`config.mk`:
```
export PLATFORM = sky130hd
export DESIGN_NAME = iopcb_port_bank
export DESIGN_NICKNAME = d
export VERILOG_FILES = /design/src/rtl/iopcb_pkg.sv /design/src/rtl/iopcb_buf2.sv /design/src/rtl/iopcb_port_bank.sv
export SDC_FILE = /design/constraint.sdc
export NUM_CORES = 1
export LEC_CHECK = 0
export BUFFER_PORTS_ARGS = -buffer_cell sky130_fd_sc_hd__buf_2
export CAP_MARGIN = 20
export CELL_PAD_IN_SITES_DETAIL_PLACEMENT = 1
export CELL_PAD_IN_SITES_GLOBAL_PLACEMENT = 1
export CORE_MARGIN = 10
export CORE_UTILIZATION = 42
export DETAILED_ROUTE_END_ITERATION = 8
export PLACE_DENSITY_LB_ADDON = 0.1
export SKIP_CTS_REPAIR_TIMING = 1
export SLEW_MARGIN = 20
export SYNTH_ARGS = -nofsm -noshare
export SYNTH_HDL_FRONTEND = slang
export SYNTH_HIERARCHICAL = 1
export SYNTH_SLANG_ARGS = --single-unit
```
`constraint.sdc`:
```
create_clock -name clk_in -period 3.5 [get_ports clk_in]
set_input_delay 0 -clock clk_in [delete_from_list [all_inputs] [get_ports clk_in]]
set_output_delay 0 -clock clk_in [all_outputs]
set_load 0.01 [all_outputs]
```
`src/rtl/iopcb_pkg.sv`:
```
/*
  Shared constants, carrier structs and enumerations for the I/O port bank
  with clock blocks. Assumes one 50 MHz tile clock drives every user.
*/
package iopcb_pkg;

  localparam int unsigned BANK_PINS    = 32;
  localparam int unsigned WIDE_WIDTH   = 32;
  localparam int unsigned NARROW_WIDTH = 1;
  localparam int unsigned COUNT_WIDTH  = 16;
  localparam int unsigned NUM_CB       = 6;
  localparam int unsigned CB_SEL_WIDTH = 3;
  localparam int unsigned DIV_WIDTH    = 8;

  // Pin positions
  localparam int unsigned NARROW_PIN   = 0;
  localparam int unsigned CLK_SRC_PIN  = 0;
  localparam int unsigned LINK_LO_PIN  = 24;
  localparam int unsigned LINK_HI_PIN  = 31;

  // Reset, run and step values
  localparam logic [CB_SEL_WIDTH-1:0] CB_REF       = 3'h0;
  localparam logic [BANK_PINS-1:0]    PULL_ALL_ON  = 32'hffffffff;
  localparam logic [BANK_PINS-1:0]    PULL_ALL_OFF = 32'h00000000;
  localparam logic [COUNT_WIDTH-1:0]  COUNT_RESET  = 16'h0000;
  localparam logic [COUNT_WIDTH-1:0]  COUNT_STEP   = 16'h0001;
  localparam logic [DIV_WIDTH-1:0]    DIV_RESET    = 8'h00;
  localparam logic [DIV_WIDTH-1:0]    DIV_STEP     = 8'h01;

  // Timing: clock block 0 ticks on every tile clock edge
  localparam int unsigned CLK_PERIOD_NS   = 20;
  localparam int unsigned REF_PERIOD_NS   = 20;
  localparam int unsigned REF_TICK_CYCLES = REF_PERIOD_NS / CLK_PERIOD_NS;

  localparam int unsigned BUF_DEPTH = 2;

  typedef enum logic [1:0] {
    IOPCB_COND_NONE = 2'b00,
    IOPCB_COND_EQ   = 2'b01,
    IOPCB_COND_NE   = 2'b11
  } iopcb_cond_t;

  typedef struct packed {
    logic                   from_pin;
    logic [DIV_WIDTH-1:0]   divide;
  } iopcb_cb_cfg_t;

  typedef struct packed {
    logic                    enable;
    logic                    drive;
    logic                    open_col;
    logic [CB_SEL_WIDTH-1:0] clk_sel;
    iopcb_cond_t             cond;
    logic [WIDE_WIDTH-1:0]   cond_value;
    logic                    strobe_in_en;
    logic                    strobe_out_en;
  } iopcb_port_cfg_t;

  typedef struct packed {
    logic [WIDE_WIDTH-1:0]  data;
    logic                   timed;
    logic [COUNT_WIDTH-1:0] when;
  } iopcb_out_word_t;

  localparam int unsigned OUT_WORD_BITS = $bits(iopcb_out_word_t);

endpackage : iopcb_pkg

```
`src/rtl/iopcb_buf2.sv`:
```
/*
  Two-entry buffer with valid and ready on both sides.
  Assumes one clock, asynchronous active-low reset and a freezing clock enable.
*/
`timescale 1ns/100ps
module iopcb_buf2 #(
  parameter int unsigned WIDTH = 8
) (
  input  wire logic             clk_in,
  input  wire logic             rst_n_in,
  input  wire logic             clk_en_in,
  input  wire logic             s_valid_in,
  output logic                  s_ready_out,
  input  wire logic [WIDTH-1:0] s_data_in,
  output logic                  m_valid_out,
  input  wire logic             m_ready_in,
  output logic      [WIDTH-1:0] m_data_out
);

  logic [WIDTH-1:0] mem_q [0:iopcb_pkg::BUF_DEPTH-1];
  logic             wr_ptr_q;
  logic             rd_ptr_q;
  logic             full_q;
  logic             empty_q;
  logic             push;
  logic             pop;

  assign push        = s_valid_in && !full_q;
  assign pop         = m_ready_in && !empty_q;
  assign s_ready_out = !full_q;
  assign m_valid_out = !empty_q;
  assign m_data_out  = mem_q[rd_ptr_q];

  always_ff @(posedge clk_in) begin
    if (clk_en_in && push) begin
      mem_q[wr_ptr_q] <= s_data_in;
    end
  end

  always_ff @(posedge clk_in or negedge rst_n_in) begin
    if (!rst_n_in) begin
      wr_ptr_q <= 1'b0;
      rd_ptr_q <= 1'b0;
      full_q   <= 1'b0;
      empty_q  <= 1'b1;
    end else if (clk_en_in) begin
      if (push) begin
        wr_ptr_q <= !wr_ptr_q;
      end
      if (pop) begin
        rd_ptr_q <= !rd_ptr_q;
      end
      if (push && !pop) begin
        empty_q <= 1'b0;
        full_q  <= (wr_ptr_q != rd_ptr_q) || !empty_q;
      end else if (pop && !push) begin
        full_q  <= 1'b0;
        empty_q <= (wr_ptr_q == !rd_ptr_q);
      end
    end
  end

endmodule : iopcb_buf2

```
`src/rtl/iopcb_port_bank.sv`:
```
/*
  I/O port bank: one 32-bit port and one 1-bit port on 32 shared pins,
  a 16-bit port counter, timed and conditional transfers, strobes and six
  clock blocks. Assumes core requests are synchronous to clk_in and that
  pins are sampled directly as synchronous inputs.
*/
`timescale 1ns/100ps

// Function
// - Ports come in widths 1, 4, 8, 16, 32; here one 32-bit and one 1-bit.
// - All pins of one port share a single direction.
// - A port drives its pins or samples them, optionally awaiting a condition; here only the wide port awaits one.
// - Every core access to a port completes in one cycle; here a wide port write waits while out_ready_out is low with its buffer full.
// - Open-collector mode drives low for zero, releases for one, per port.
// - Data passes through a per-port buffer and transfer register; here only the wide port's output path has a buffer.
// - A 16-bit port counter can schedule when data moves to the pins.
// - The core can read the port counter at any time.
// - Each transfer captures the counter value as a readable timestamp; here only the wide port captures one.
// - An enabled link disables port use of its shared pins; here only driving stops, the wide port still samples them.
// - Enabled narrower port overrides wider on shared pins; others stay usable.
// - Each port always transfers at its own full width.
// - Six clock blocks; block 0 is the reference, others set independently.
// - A clock block may take a 1-bit port as source and divide it.
// - Ports accept an input strobe and can generate an output strobe; here only the wide port has strobes.
// - After reset every port uses clock block 0.
// - While reset is low every pin has its pull-down on.
module iopcb_port_bank (
  input  wire logic                                   clk_in,
  input  wire logic                                   rst_n_in,
  input  wire logic                                   clk_en_in,
  // Configuration
  input  wire iopcb_pkg::iopcb_port_cfg_t             wide_cfg_in,
  input  wire iopcb_pkg::iopcb_port_cfg_t             narrow_cfg_in,
  input  wire iopcb_pkg::iopcb_cb_cfg_t [1:5]         cb_cfg_in,
  input  wire logic                                   link_en_in,
  // Core output path of the wide port
  input  wire logic                                   out_valid_in,
  output logic                                        out_ready_out,
  input  wire iopcb_pkg::iopcb_out_word_t             out_word_in,
  // Core input path, timestamps and counter of the wide port
  output logic                                        in_valid_out,
  input  wire logic                                   in_take_in,
  output logic [iopcb_pkg::WIDE_WIDTH-1:0]            in_data_out,
  output logic [iopcb_pkg::COUNT_WIDTH-1:0]           in_stamp_out,
  output logic [iopcb_pkg::COUNT_WIDTH-1:0]           out_stamp_out,
  output logic [iopcb_pkg::COUNT_WIDTH-1:0]           count_out,
  // Narrow port core access
  input  wire logic                                   narrow_data_in,
  output logic                                        narrow_value_out,
  // Strobes
  input  wire logic                                   strobe_in,
  output logic                                        strobe_out,
  // Pins
  input  wire logic [iopcb_pkg::BANK_PINS-1:0]        pin_in,
  output logic [iopcb_pkg::BANK_PINS-1:0]             pin_out,
  output logic [iopcb_pkg::BANK_PINS-1:0]             pin_oe_out,
  output logic [iopcb_pkg::BANK_PINS-1:0]             pull_down_out
);

  // Output and enable for one pin from port direction and mode
  function automatic logic [1:0] pin_drive(input logic drive, input logic oc, input logic val);
    logic [1:0] r;
    r = 2'b00;
    if (drive && oc) begin
      r = {!val, 1'b0};
    end else if (drive) begin
      r = {1'b1, val};
    end
    return r;
  endfunction : pin_drive

  // Sampling condition test
  function automatic logic cond_met(input iopcb_pkg::iopcb_cond_t c,
                                    input logic [iopcb_pkg::WIDE_WIDTH-1:0] v,
                                    input logic [iopcb_pkg::WIDE_WIDTH-1:0] ref_v);
    logic ok;
    ok = 1'b1;
    case (c)
      iopcb_pkg::IOPCB_COND_EQ: ok = (v == ref_v);
      iopcb_pkg::IOPCB_COND_NE: ok = (v != ref_v);
      default:                  ok = 1'b1;
    endcase
    return ok;
  endfunction : cond_met

  logic [iopcb_pkg::NUM_CB-1:0]         cb_tick;
  logic                                 src_prev_q;
  logic                                 src_rise;
  logic [iopcb_pkg::COUNT_WIDTH-1:0]    count_q;
  logic                                 port_tick;
  logic                                 narrow_tick;
  logic                                 buf_valid;
  logic                                 buf_pop;
  iopcb_pkg::iopcb_out_word_t           buf_word;
  logic [iopcb_pkg::WIDE_WIDTH-1:0]     wide_val_q;
  logic                                 narrow_val_q;
  logic [iopcb_pkg::WIDE_WIDTH-1:0]     wide_sample;
  logic                                 sample_ok;
  logic                                 in_valid_q;
  logic [iopcb_pkg::WIDE_WIDTH-1:0]     in_data_q;
  logic [iopcb_pkg::COUNT_WIDTH-1:0]    in_stamp_q;
  logic [iopcb_pkg::COUNT_WIDTH-1:0]    out_stamp_q;
  logic [iopcb_pkg::COUNT_WIDTH-1:0]    count_rd_q;
  logic                                 narrow_rd_q;
  logic                                 strobe_q;
  logic [iopcb_pkg::BANK_PINS-1:0]      pin_q;
  logic [iopcb_pkg::BANK_PINS-1:0]      pin_oe_q;
  logic [iopcb_pkg::BANK_PINS-1:0]      pull_q;
  logic [iopcb_pkg::CB_SEL_WIDTH-1:0]   wide_sel_q;
  logic [iopcb_pkg::CB_SEL_WIDTH-1:0]   narrow_sel_q;
  logic                                 strobe_pend_q;

  // Clock blocks
  assign cb_tick[0] = 1'b1;
  assign src_rise   = pin_in[iopcb_pkg::CLK_SRC_PIN] && !src_prev_q;

  always_ff @(posedge clk_in or negedge rst_n_in) begin
    if (!rst_n_in) begin
      src_prev_q <= 1'b0;
    end else if (clk_en_in) begin
      src_prev_q <= pin_in[iopcb_pkg::CLK_SRC_PIN];
    end
  end

  genvar gk;
  generate
    for (gk = 1; gk < iopcb_pkg::NUM_CB; gk++) begin : g_cb
      logic [iopcb_pkg::DIV_WIDTH-1:0] div_cnt_q;
      logic                            src_edge;
      assign src_edge    = cb_cfg_in[gk].from_pin ? src_rise : 1'b1;
      assign cb_tick[gk] = src_edge && (div_cnt_q == cb_cfg_in[gk].divide);

      always_ff @(posedge clk_in or negedge rst_n_in) begin
        if (!rst_n_in) begin
          div_cnt_q <= iopcb_pkg::DIV_RESET;
        end else if (clk_en_in && src_edge) begin
          if (div_cnt_q >= cb_cfg_in[gk].divide) begin
            div_cnt_q <= iopcb_pkg::DIV_RESET;
          end else begin
            div_cnt_q <= div_cnt_q + iopcb_pkg::DIV_STEP;
          end
        end
      end
    end
  endgenerate

  // Clock block attachment, block 0 out of reset
  always_ff @(posedge clk_in or negedge rst_n_in) begin
    if (!rst_n_in) begin
      wide_sel_q   <= iopcb_pkg::CB_REF;
      narrow_sel_q <= iopcb_pkg::CB_REF;
    end else if (clk_en_in) begin
      wide_sel_q   <= wide_cfg_in.clk_sel;
      narrow_sel_q <= narrow_cfg_in.clk_sel;
    end
  end

  // Out-of-range selection gives no tick
  assign port_tick   = (wide_sel_q < iopcb_pkg::NUM_CB) && cb_tick[wide_sel_q];
  assign narrow_tick = (narrow_sel_q < iopcb_pkg::NUM_CB) && cb_tick[narrow_sel_q];

  // Port counter
  always_ff @(posedge clk_in or negedge rst_n_in) begin
    if (!rst_n_in) begin
      count_q <= iopcb_pkg::COUNT_RESET;
    end else if (clk_en_in && port_tick) begin
      count_q <= count_q + iopcb_pkg::COUNT_STEP;
    end
  end

  // Output buffer in front of the transfer register
  iopcb_buf2 #(
    .WIDTH (iopcb_pkg::OUT_WORD_BITS)
  ) u_out_buf (
    .clk_in      (clk_in),
    .rst_n_in    (rst_n_in),
    .clk_en_in   (clk_en_in),
    .s_valid_in  (out_valid_in),
    .s_ready_out (out_ready_out),
    .s_data_in   (out_word_in),
    .m_valid_out (buf_valid),
    .m_ready_in  (buf_pop),
    .m_data_out  (buf_word)
  );

  // Pop only when the port drives and the scheduled count is reached
  assign buf_pop = buf_valid && port_tick && wide_cfg_in.enable && wide_cfg_in.drive
                   && (!buf_word.timed || (buf_word.when == count_q));

  // Wide port value register, held between transfers
  always_ff @(posedge clk_in or negedge rst_n_in) begin
    if (!rst_n_in) begin
      wide_val_q  <= '0;
      out_stamp_q <= iopcb_pkg::COUNT_RESET;
    end else if (clk_en_in && buf_pop) begin
      wide_val_q  <= buf_word.data;
      out_stamp_q <= count_q;
    end
  end

  // Output strobe in the cycle the popped word reaches the pins
  always_ff @(posedge clk_in or negedge rst_n_in) begin
    if (!rst_n_in) begin
      strobe_pend_q <= 1'b0;
      strobe_q      <= 1'b0;
    end else if (clk_en_in) begin
      strobe_pend_q <= buf_pop;
      strobe_q      <= strobe_pend_q && wide_cfg_in.strobe_out_en;
    end
  end

  // Input sampling, always the full port width
  assign wide_sample = pin_in;
  assign sample_ok   = wide_cfg_in.enable && !wide_cfg_in.drive && port_tick
                       && (!wide_cfg_in.strobe_in_en || strobe_in)
                       && cond_met(wide_cfg_in.cond, wide_sample, wide_cfg_in.cond_value)
                       && (!in_valid_q || in_take_in);

  always_ff @(posedge clk_in or negedge rst_n_in) begin
    if (!rst_n_in) begin
      in_valid_q <= 1'b0;
      in_data_q  <= '0;
      in_stamp_q <= iopcb_pkg::COUNT_RESET;
    end else if (clk_en_in) begin
      if (sample_ok) begin
        in_valid_q <= 1'b1;
        in_data_q  <= wide_sample;
        in_stamp_q <= count_q;
      end else if (in_take_in) begin
        in_valid_q <= 1'b0;
      end
    end
  end

  // Narrow port: drives its value or samples the pin on its own ticks
  always_ff @(posedge clk_in or negedge rst_n_in) begin
    if (!rst_n_in) begin
      narrow_val_q <= 1'b0;
      narrow_rd_q  <= 1'b0;
    end else if (clk_en_in && narrow_tick && narrow_cfg_in.enable) begin
      if (narrow_cfg_in.drive) begin
        narrow_val_q <= narrow_data_in;
      end else begin
        narrow_rd_q <= pin_in[iopcb_pkg::NARROW_PIN];
      end
    end
  end

  // Counter snapshot for the core
  always_ff @(posedge clk_in or negedge rst_n_in) begin
    if (!rst_n_in) begin
      count_rd_q <= iopcb_pkg::COUNT_RESET;
    end else if (clk_en_in) begin
      count_rd_q <= count_q;
    end
  end

  // Pin ownership: link, then narrow port, then wide port
  genvar gp;
  generate
    for (gp = 0; gp < iopcb_pkg::BANK_PINS; gp++) begin : g_pin
      logic [1:0] drv;
      always_comb begin
        drv = 2'b00;
        if (link_en_in && gp >= iopcb_pkg::LINK_LO_PIN && gp <= iopcb_pkg::LINK_HI_PIN) begin
          drv = 2'b00;
        end else if (narrow_cfg_in.enable && gp == iopcb_pkg::NARROW_PIN) begin
          drv = pin_drive(narrow_cfg_in.drive, narrow_cfg_in.open_col, narrow_val_q);
        end else if (wide_cfg_in.enable) begin
          drv = pin_drive(wide_cfg_in.drive, wide_cfg_in.open_col, wide_val_q[gp]);
        end
      end

      always_ff @(posedge clk_in or negedge rst_n_in) begin
        if (!rst_n_in) begin
          pin_oe_q[gp] <= 1'b0;
          pin_q[gp]    <= 1'b0;
        end else if (clk_en_in) begin
          pin_oe_q[gp] <= drv[1];
          pin_q[gp]    <= drv[0];
        end
      end
    end
  endgenerate

  // Pull-downs on while reset is held, off from the first enabled edge after release
  always_ff @(posedge clk_in or negedge rst_n_in) begin
    if (!rst_n_in) begin
      pull_q <= iopcb_pkg::PULL_ALL_ON;
    end else if (clk_en_in) begin
      pull_q <= iopcb_pkg::PULL_ALL_OFF;
    end
  end

  assign in_valid_out     = in_valid_q;
  assign in_data_out      = in_data_q;
  assign in_stamp_out     = in_stamp_q;
  assign out_stamp_out    = out_stamp_q;
  assign count_out        = count_rd_q;
  assign narrow_value_out = narrow_rd_q;
  assign strobe_out       = strobe_q;
  assign pin_out          = pin_q;
  assign pin_oe_out       = pin_oe_q;
  assign pull_down_out    = pull_q;

endmodule : iopcb_port_bank
```
==> results of run 1 <==
[flip-flops by register name, summed over array words and instances, names as in the netlist, 3 cells and up]
register and count:
u_out_buf/mem_q 98, g_cb.div_cnt_q 40, in_data_out 32, pin_oe_out 32, pin_out 32, wide_val_q 32, count_out 16, count_q 16
in_stamp_out 16, out_stamp_out 16, narrow_sel_q 3, wide_sel_q 3
[worst min-delay path, cell delays in order]
cell,delay [ps]
buf_2,90
nor2b_1,150
nand2_1,140
xnor2_1,80
[metrics by stage]
step           cell area [µm²]  util, %  instances
2_1_floorplan            15810        -       1268
3_3_place_gp             18000    48.13       2079
3_5_place_dp             18000    48.13       2079
4_1_cts                  19390    51.84       2150
5_1_grt                  20390    54.51       2251
6_report                 20390    54.52       2252
[power groups by stage]
stage / sequential, W / clock [W] / combinational, W
CTS: 0.00546 / 0.00455 / 0.00250
floorplan: 0.00546 / 0 / 0.00150
detailed placement: 0.00552 / 0 / 0.00247
global route: 0.00556 / 0.00472 / 0.00284
global placement: 0.00549 / 0 / 0.00239
finish: 0.00546 / 0.00443 / 0.00255
[final cells by class]
class	count	area [µm²]	share of cell area, %
flip-flops and latches	347	9178	45.01
multi-input cells	730	5751	28.20
repair buffers	478	3008	14.75
clock buffers	49	1066	5.228
well taps	511	639.4	3.136
inverters	112	420.4	2.062
clock inverters	22	321.6	1.577
diodes	3	7.507	0.03682
[final timing paths]
check                      slack (ps)  cells after the start              endpoint                from
max in group asynchronous        2380                      3         wide_val_q[2]            rst_n_in
hold / removal                    -20                      4    u_out_buf/wr_ptr_q        out_valid_in
setup reg to reg                  170                     10      u_out_buf/full_q  u_out_buf/rd_ptr_q
hold reg to reg                   480                      1      in_stamp_out[15]    in_stamp_out[15]
setup / recovery                  170                     10      u_out_buf/full_q  u_out_buf/rd_ptr_q
min in group asynchronous          10                      2  g_cb[3].div_cnt_q[7]            rst_n_in
[cells in the final DEF, fill, tap and decap left out, types with 10 or more instances in the layout]
master         instances
ha_1                  47
mux2_2               156
xnor2_1               18
clkbuf_16             41
a21o_1                42
nand2_1               76
nor2_1                18
a22o_1                15
mux2_1                10
buf_2                359
nand3_1               21
and3_1                27
dlygate4sd3_1         99
nor2b_1               17
a21oi_1               20
xor2_1                53
nor4_1                12
dfrtp_1              246
nand4_1               21
buf_4                 14
o21ai_0               90
inv_1                112
o22ai_1               10
edfxtp_1              98
[cell families after synthesis]
logic type                 count (synthesis)
DFF                                      347
xor gates and xnor gates                  72
buffers and inverters                    191
AOI/OAI and AO/OA                        204
and+or+nand+nor                          230
muxes                                    177
adders and majority gates                 47
[routing by layer]
| metal | vias up | wire length [µm] | GRT usage [%] |
|---|---|---|---|
| li1 | 5301 | - | - |
| met1 | 5745 | 19870 | 23.99 |
| met2 | 256 | 24140 | 33.53 |
| met3 | 59 | 2000 | 3.681 |
| met4 | 0 | 862 | 4.285 |
| met5 | - | 0 | 0 |
==> results.md, run 1 <==
- Status: finished with violations
- Failing checks: negative hold slack
- Nets: roughly 2000
- DP Wirelength: 32.31 mm
- H-tree depth: 2
- Sequential-to-total area share from yosys stat: between 50% and 60%
- Total CTS buffers: 39
- Core Rows: ~70
- Clock buffer depth: 3
- Final Setup Violations: 0
- Post-synth EDFFs: 98
- Slew @ Worst Pin: 858.3 ps
- Worst-path clk slew: 60 ps
- Dpl ws: 41.71 ps
- Synthesis-stage register bit count: between 300 and 400
- Hold Path Class: in -> reg
- Worst skew pair latency: between 500 and 600 ps
- Top cell type's share of synthesized area: 39.09%
- Overall Power: roughly 0.012 W
- Crit-path max FO: 18
- Comb pwr share: 20.5%
- Global-route wire length before repair: about 70 mm
- Post-synthesis xor/xnor area fraction: 4.036%
- Largest family of logic cells by synthesized area: multiplexers
- Total GRT Usage: about a fifth
- Critical path type: reg -> reg
- Leakage power: roughly 10 nW
- Max stage delay on crit path: 630 ps
- Period Utilization, post-route: 95.25%
- Post-synth top cells: 247 x dfrtp_1, 156 x mux2_2, 112 x inv_1
- RSZ-0062 raised after global routing: no
- Crit path capture type: flop
- Clk root buf: clkbuf_16
- DRT Pass-1 Iters: 4
- Worst Path Buf+Inv: 0
- GRT Residual Overflow: 0
- Starting DRC count in detailed routing: 475
- Max-cap viol count: 0
- Ranking of synthesized cells by area: dfrtp_1 39%, edfxtp_1 19%, mux2_2 11%
- Fin crit period: 3334 ps
- Mux cell area share after synthesis: 12.80%
- Area growth syn-to-layout: 28.97%
- CTS tree: yes
- Switching pwr: 0.003507 W
- Drt total wl: 46.87 mm
- Switching power share of the total: 28.19%
- Initial antenna violation count: 3
- Die X: about 210 µm
- Vias in the first global route: 11823
- Setup WS post-layout: 166.3 ps
- Endpoints failing hold: 4
- Layout fillers: 3936
- Synth Area per Inst: approximately 12 µm²
- Synth cell types: 55
- Layout cells sized above 1: between 30% and 40%
- Post-synth ARST share: a little under three quarters
- Max transition margin: 42.78%
- Clock sink count: roughly 350
- Vias per Instance: 5.045
- GPL Wtd Cong: 0.8342
- Clock power share: between 30% and 40%
- Final Max Slew Viols: 0
- Data arrival, critical path: 3740 ps
- Antenna Nets Post-Route: 0
- Cells after Synth: roughly 1300
- Min Hold Slack: -20.15 ps
- Vias: around 11000
- DR WL/cell: between 20 and 25 µm
- Synth area leader: dfrtp_1
- Core footprint: 0.03740 mm²
- Compound-Gate Fraction of Synth Area: just over 8%
- DRC errors left: 0
- Post-synth net total: 1533
- Die area: 0.04580 mm²
- Die Height: about 210 µm
- Internal: 0.008933 W
- Worst vdd ir: 0.0004125 V
- Top delay family on crit path: simple AND/OR/NAND/NOR gates
- Sequential share of power: a little over two fifths
- CP max-delay cell: dfrtp_2
- Top-count cell post-synth: dfrtp_1
- Power per cell area: just over 600 mW/mm²
- Post-Route Skew: 21.60 ps
- Synth Area in Adders: 3.720%
- Largest net degree at the start of global routing: a little under 100
- Fmax: between 200 and 300 MHz
- Setup TNS: 0 ps
- Number of I/O port buffers: 361
- Most frequently used flop master after synthesis: dfrtp_1
- Ys Warns: 6
- Cell area after synthesis: 0.01581 mm²
- Synth Area in Simple Gates: 7.542%
- Ports: 398
- Crit-path cells: mux2_2 -> xor2_1 -> nor4_1 -> nand4_1 -> a21oi_1 -> and2_1 -> nand2_1 -> ha_1 -> or2b_1 -> mux2_1
- Initial Util: 42.27%
- Worst endpoint required time: 3900 ps
- CP startpoint kind: flop
(Power assumes the default switching activity.)
==> run 2, diff against run 1 <==
Settings changed: BUFFER_PORTS_ARGS -buffer_cell sky130_fd_sc_hd__buf_2 to -buffer_cell sky130_fd_sc_hd__buf_4, CORE_ASPECT_RATIO set to 0.75.
==> results.md, run 2 (synthesis gave the netlist of run 1 again) <==
- GRT Residual Overflow: 0 (unchanged)
- DP Wirelength: 34.21 mm (was 32.31 mm)
- Max reg flops: 98 (unchanged)
- CP startpoint kind: flop (unchanged)
- Max stage delay on crit path: 480 ps (was 630 ps)
- Largest net degree at the start of global routing: 80 (was 97)
- Crit path capture type: flop (unchanged)
- Vias in the first global route: 11860 (was 11823)
- Top delay family on crit path: simple AND/OR/NAND/NOR gates (unchanged)
- DRC errors left: 0 (unchanged)
- DP Area: 0.01893 mm² (was 0.01800 mm²)
- Initial Util: 42.62% (was 42.27%)
- RSZ-0062 raised after global routing: no (unchanged)
- Setup WS post-layout: 230.4 ps (was 166.3 ps)
- Post-Route Skew: 27.42 ps (was 21.60 ps)
- Status: finished with violations (unchanged)
- Final instance area: 0.02116 mm² (was 0.02039 mm²)
- Ports: 398 (unchanged)
- Layout fillers: 3864 (was 3936)
- Max transition margin: 48.35% (was 42.78%)
- Crit-path cells: buf_4 -> mux2_2 -> xor2_1 -> nor4_2 -> nand4_1 -> a21oi_1 -> and2_1 -> nand2_1 -> ha_1 -> or2b_1 -> mux2_1 (was mux2_2 -> xor2_1 -> nor4_1 -> nand4_1 -> a21oi_1 -> and2_1 -> nand2_1 -> ha_1 -> or2b_1 -> mux2_1)
- Crit-path max FO: 8 (was 18)
- Biggest register: u_out_buf/mem_q (unchanged)
- DRT Pass-1 Iters: 4 (unchanged)
- Global-route wire length before repair: 71.84 mm (was 70.10 mm)
- Met3 WL post-DR: 1.593 mm (was 2.000 mm)
- Layout cells sized above 1: 35.32% (was 35.27%)
- Worst skew pair latency: 540 ps (was 530 ps)
- Setup TNS: 0 ps (unchanged)
- Die area: 0.04588 mm² (was 0.04580 mm²)
- Core Rows: 61 (was 71)
- Data arrival, critical path: 3680 ps (was 3740 ps)
- Endpoints failing hold: 2 (was 4)
- Failing checks: negative hold slack (unchanged)
- Clock buffer depth: 3 (unchanged)
- Drt total wl: 48.38 mm (was 46.87 mm)
- Vias: 11367 (was 11361)
- Register area: 0.009178 mm² (unchanged)
- DR WL/cell: 21.51 µm (was 20.81 µm)
- Total CTS buffers: 37 (was 39)
- Final Max Slew Viols: 0 (unchanged)
- Final Setup Violations: 0 (unchanged)
- Top flop regs: u_out_buf/mem_q: 98 flops, g_cb.div_cnt_q: 40 flops (unchanged)
- Max-cap viol count: 0 (unchanged)
- Die Height: 188.0 µm (was 214.0 µm)
- CP max-delay cell: dfrtp_2 (unchanged)
- Area growth syn-to-layout: 33.84% (was 28.97%)
- H-tree depth: 2 (unchanged)
- Worst vdd ir: 0.0003823 V (was 0.0004125 V)
- Worst-path clk slew: 60 ps (about the same)
- Worst Path Buf+Inv: 1 (was 0)
- Clock sink count: 347 (unchanged)
- GPL Wtd Cong: 0.8114 (was 0.8342)
- Period Utilization, post-route: 93.42% (was 95.25%)
- Fmax: 305.9 MHz (was 300.0 MHz)
- Most common cell after layout, fill and taps aside: buf_4 (was buf_2)
- Multi-input gate area: 0.005753 mm² (was 0.005751 mm²)
- Starting DRC count in detailed routing: 593 (was 475)
- Die X: 244.0 µm (was 214.0 µm)
- Hold Path Class: in -> reg (unchanged)
- Total GRT Usage: 19.87% (was 19.16%)
- Commonest non-fill, non-tap cells in the layout: 379 x buf_4, 246 x dfrtp_1, 156 x mux2_2, 112 x inv_1, 102 x dlygate4sd3_1 (was 359 x buf_2, 246 x dfrtp_1, 156 x mux2_2, 112 x inv_1, 99 x dlygate4sd3_1)
- Slew @ Worst Pin: 766.7 ps (was 858.3 ps)
- Core footprint: 0.03709 mm² (was 0.03740 mm²)
- Dpl cells: 2078 (was 2079)
- CTS tree: yes (unchanged)
- Min Hold Slack: -10.28 ps (was -20.15 ps)
- Critical path type: reg -> reg (unchanged)
- Initial antenna violation count: 2 (was 3)
- Highest Signal Layer: met5 (was met4)
- Layout Cells excl Fill: 2249 (was 2252)
- Met2 Routed Length: 25.03 mm (was 24.14 mm)
- Dpl ws: 170.5 ps (was 41.71 ps)
- Leakage power: 10.03 nW (was 9.923 nW)
- Vias per Instance: 5.054 (was 5.045)
- Antenna Nets Post-Route: 0 (unchanged)
- Worst endpoint required time: 3910 ps (was 3900 ps)
- Clk root buf: clkbuf_16 (unchanged)
- Fin crit period: 3270 ps (was 3334 ps)
- Power per cell area: 574.5 mW/mm² (was 610.1 mW/mm²)
- Nets: 1980 (was 1973)
- Number of I/O port buffers: 361 (unchanged)
- Length of routed wiring on met1: 20.93 mm (was 19.87 mm)
[run 2: where the power goes]
part / internal (W) / switching [W]
logic: 0.00148 / 0.00132
clock network: 0.00224 / 0.00164
registers: 0.00490 / 0.000580
total: 0.00861 / 0.00354
[run 2: path summary, 6_finish.rpt]
check,to,cells after the start,startpoint,slack (ps)
worst max register to register,u_out_buf/full_q,11,u_out_buf/rd_ptr_q,230
max in group asynchronous,out_stamp_out[9],3,rst_n_in,2390
min in group asynchronous,pin_oe_out[31],2,rst_n_in,20
worst min-delay path,g_cb[3].div_cnt_q[1],5,cb_cfg_in[26],-10
worst min register to register,in_data_out[28],1,in_data_out[28],490
worst max-delay path,u_out_buf/full_q,11,u_out_buf/rd_ptr_q,230
[run 2: area by class of cell]
type                            count  share of cell area, %
Antenna cell                        1                0.01183
Clock buffer                       49                  4.878
Clock inverter                     19                 0.7687
Inverter                          112                  1.987
Multi-Input combinational cell    730                  27.19
Sequential cell                   347                  43.37
Tap cell                          504                  2.980
Timing Repair Buffer              487                  18.82
[run 2: worst min-delay path: stages]
cell and delay (ps):
buf_4 100, nand2_1 60, nand2_1 190, nand2_1 70, o21ai_0 60
[run 2: per-layer routing]
layer / up-vias / global-route usage, %
li1: 5306 / -
met1: 5804 / 25.47
met2: 195 / 34.10
met3: 60 / 3.806
met4: 2 / 4.529
met5: - / 0
[run 2: through the flow]
stage	total power [W]	utilization (%)
6_report	0.01216	57.05
5_1_grt	0.01282	57.04
4_1_cts	0.01218	54.25
3_5_place_dp	0.008253	51.03
3_3_place_gp	0.008103	51.03
2_1_floorplan	0.006962	-
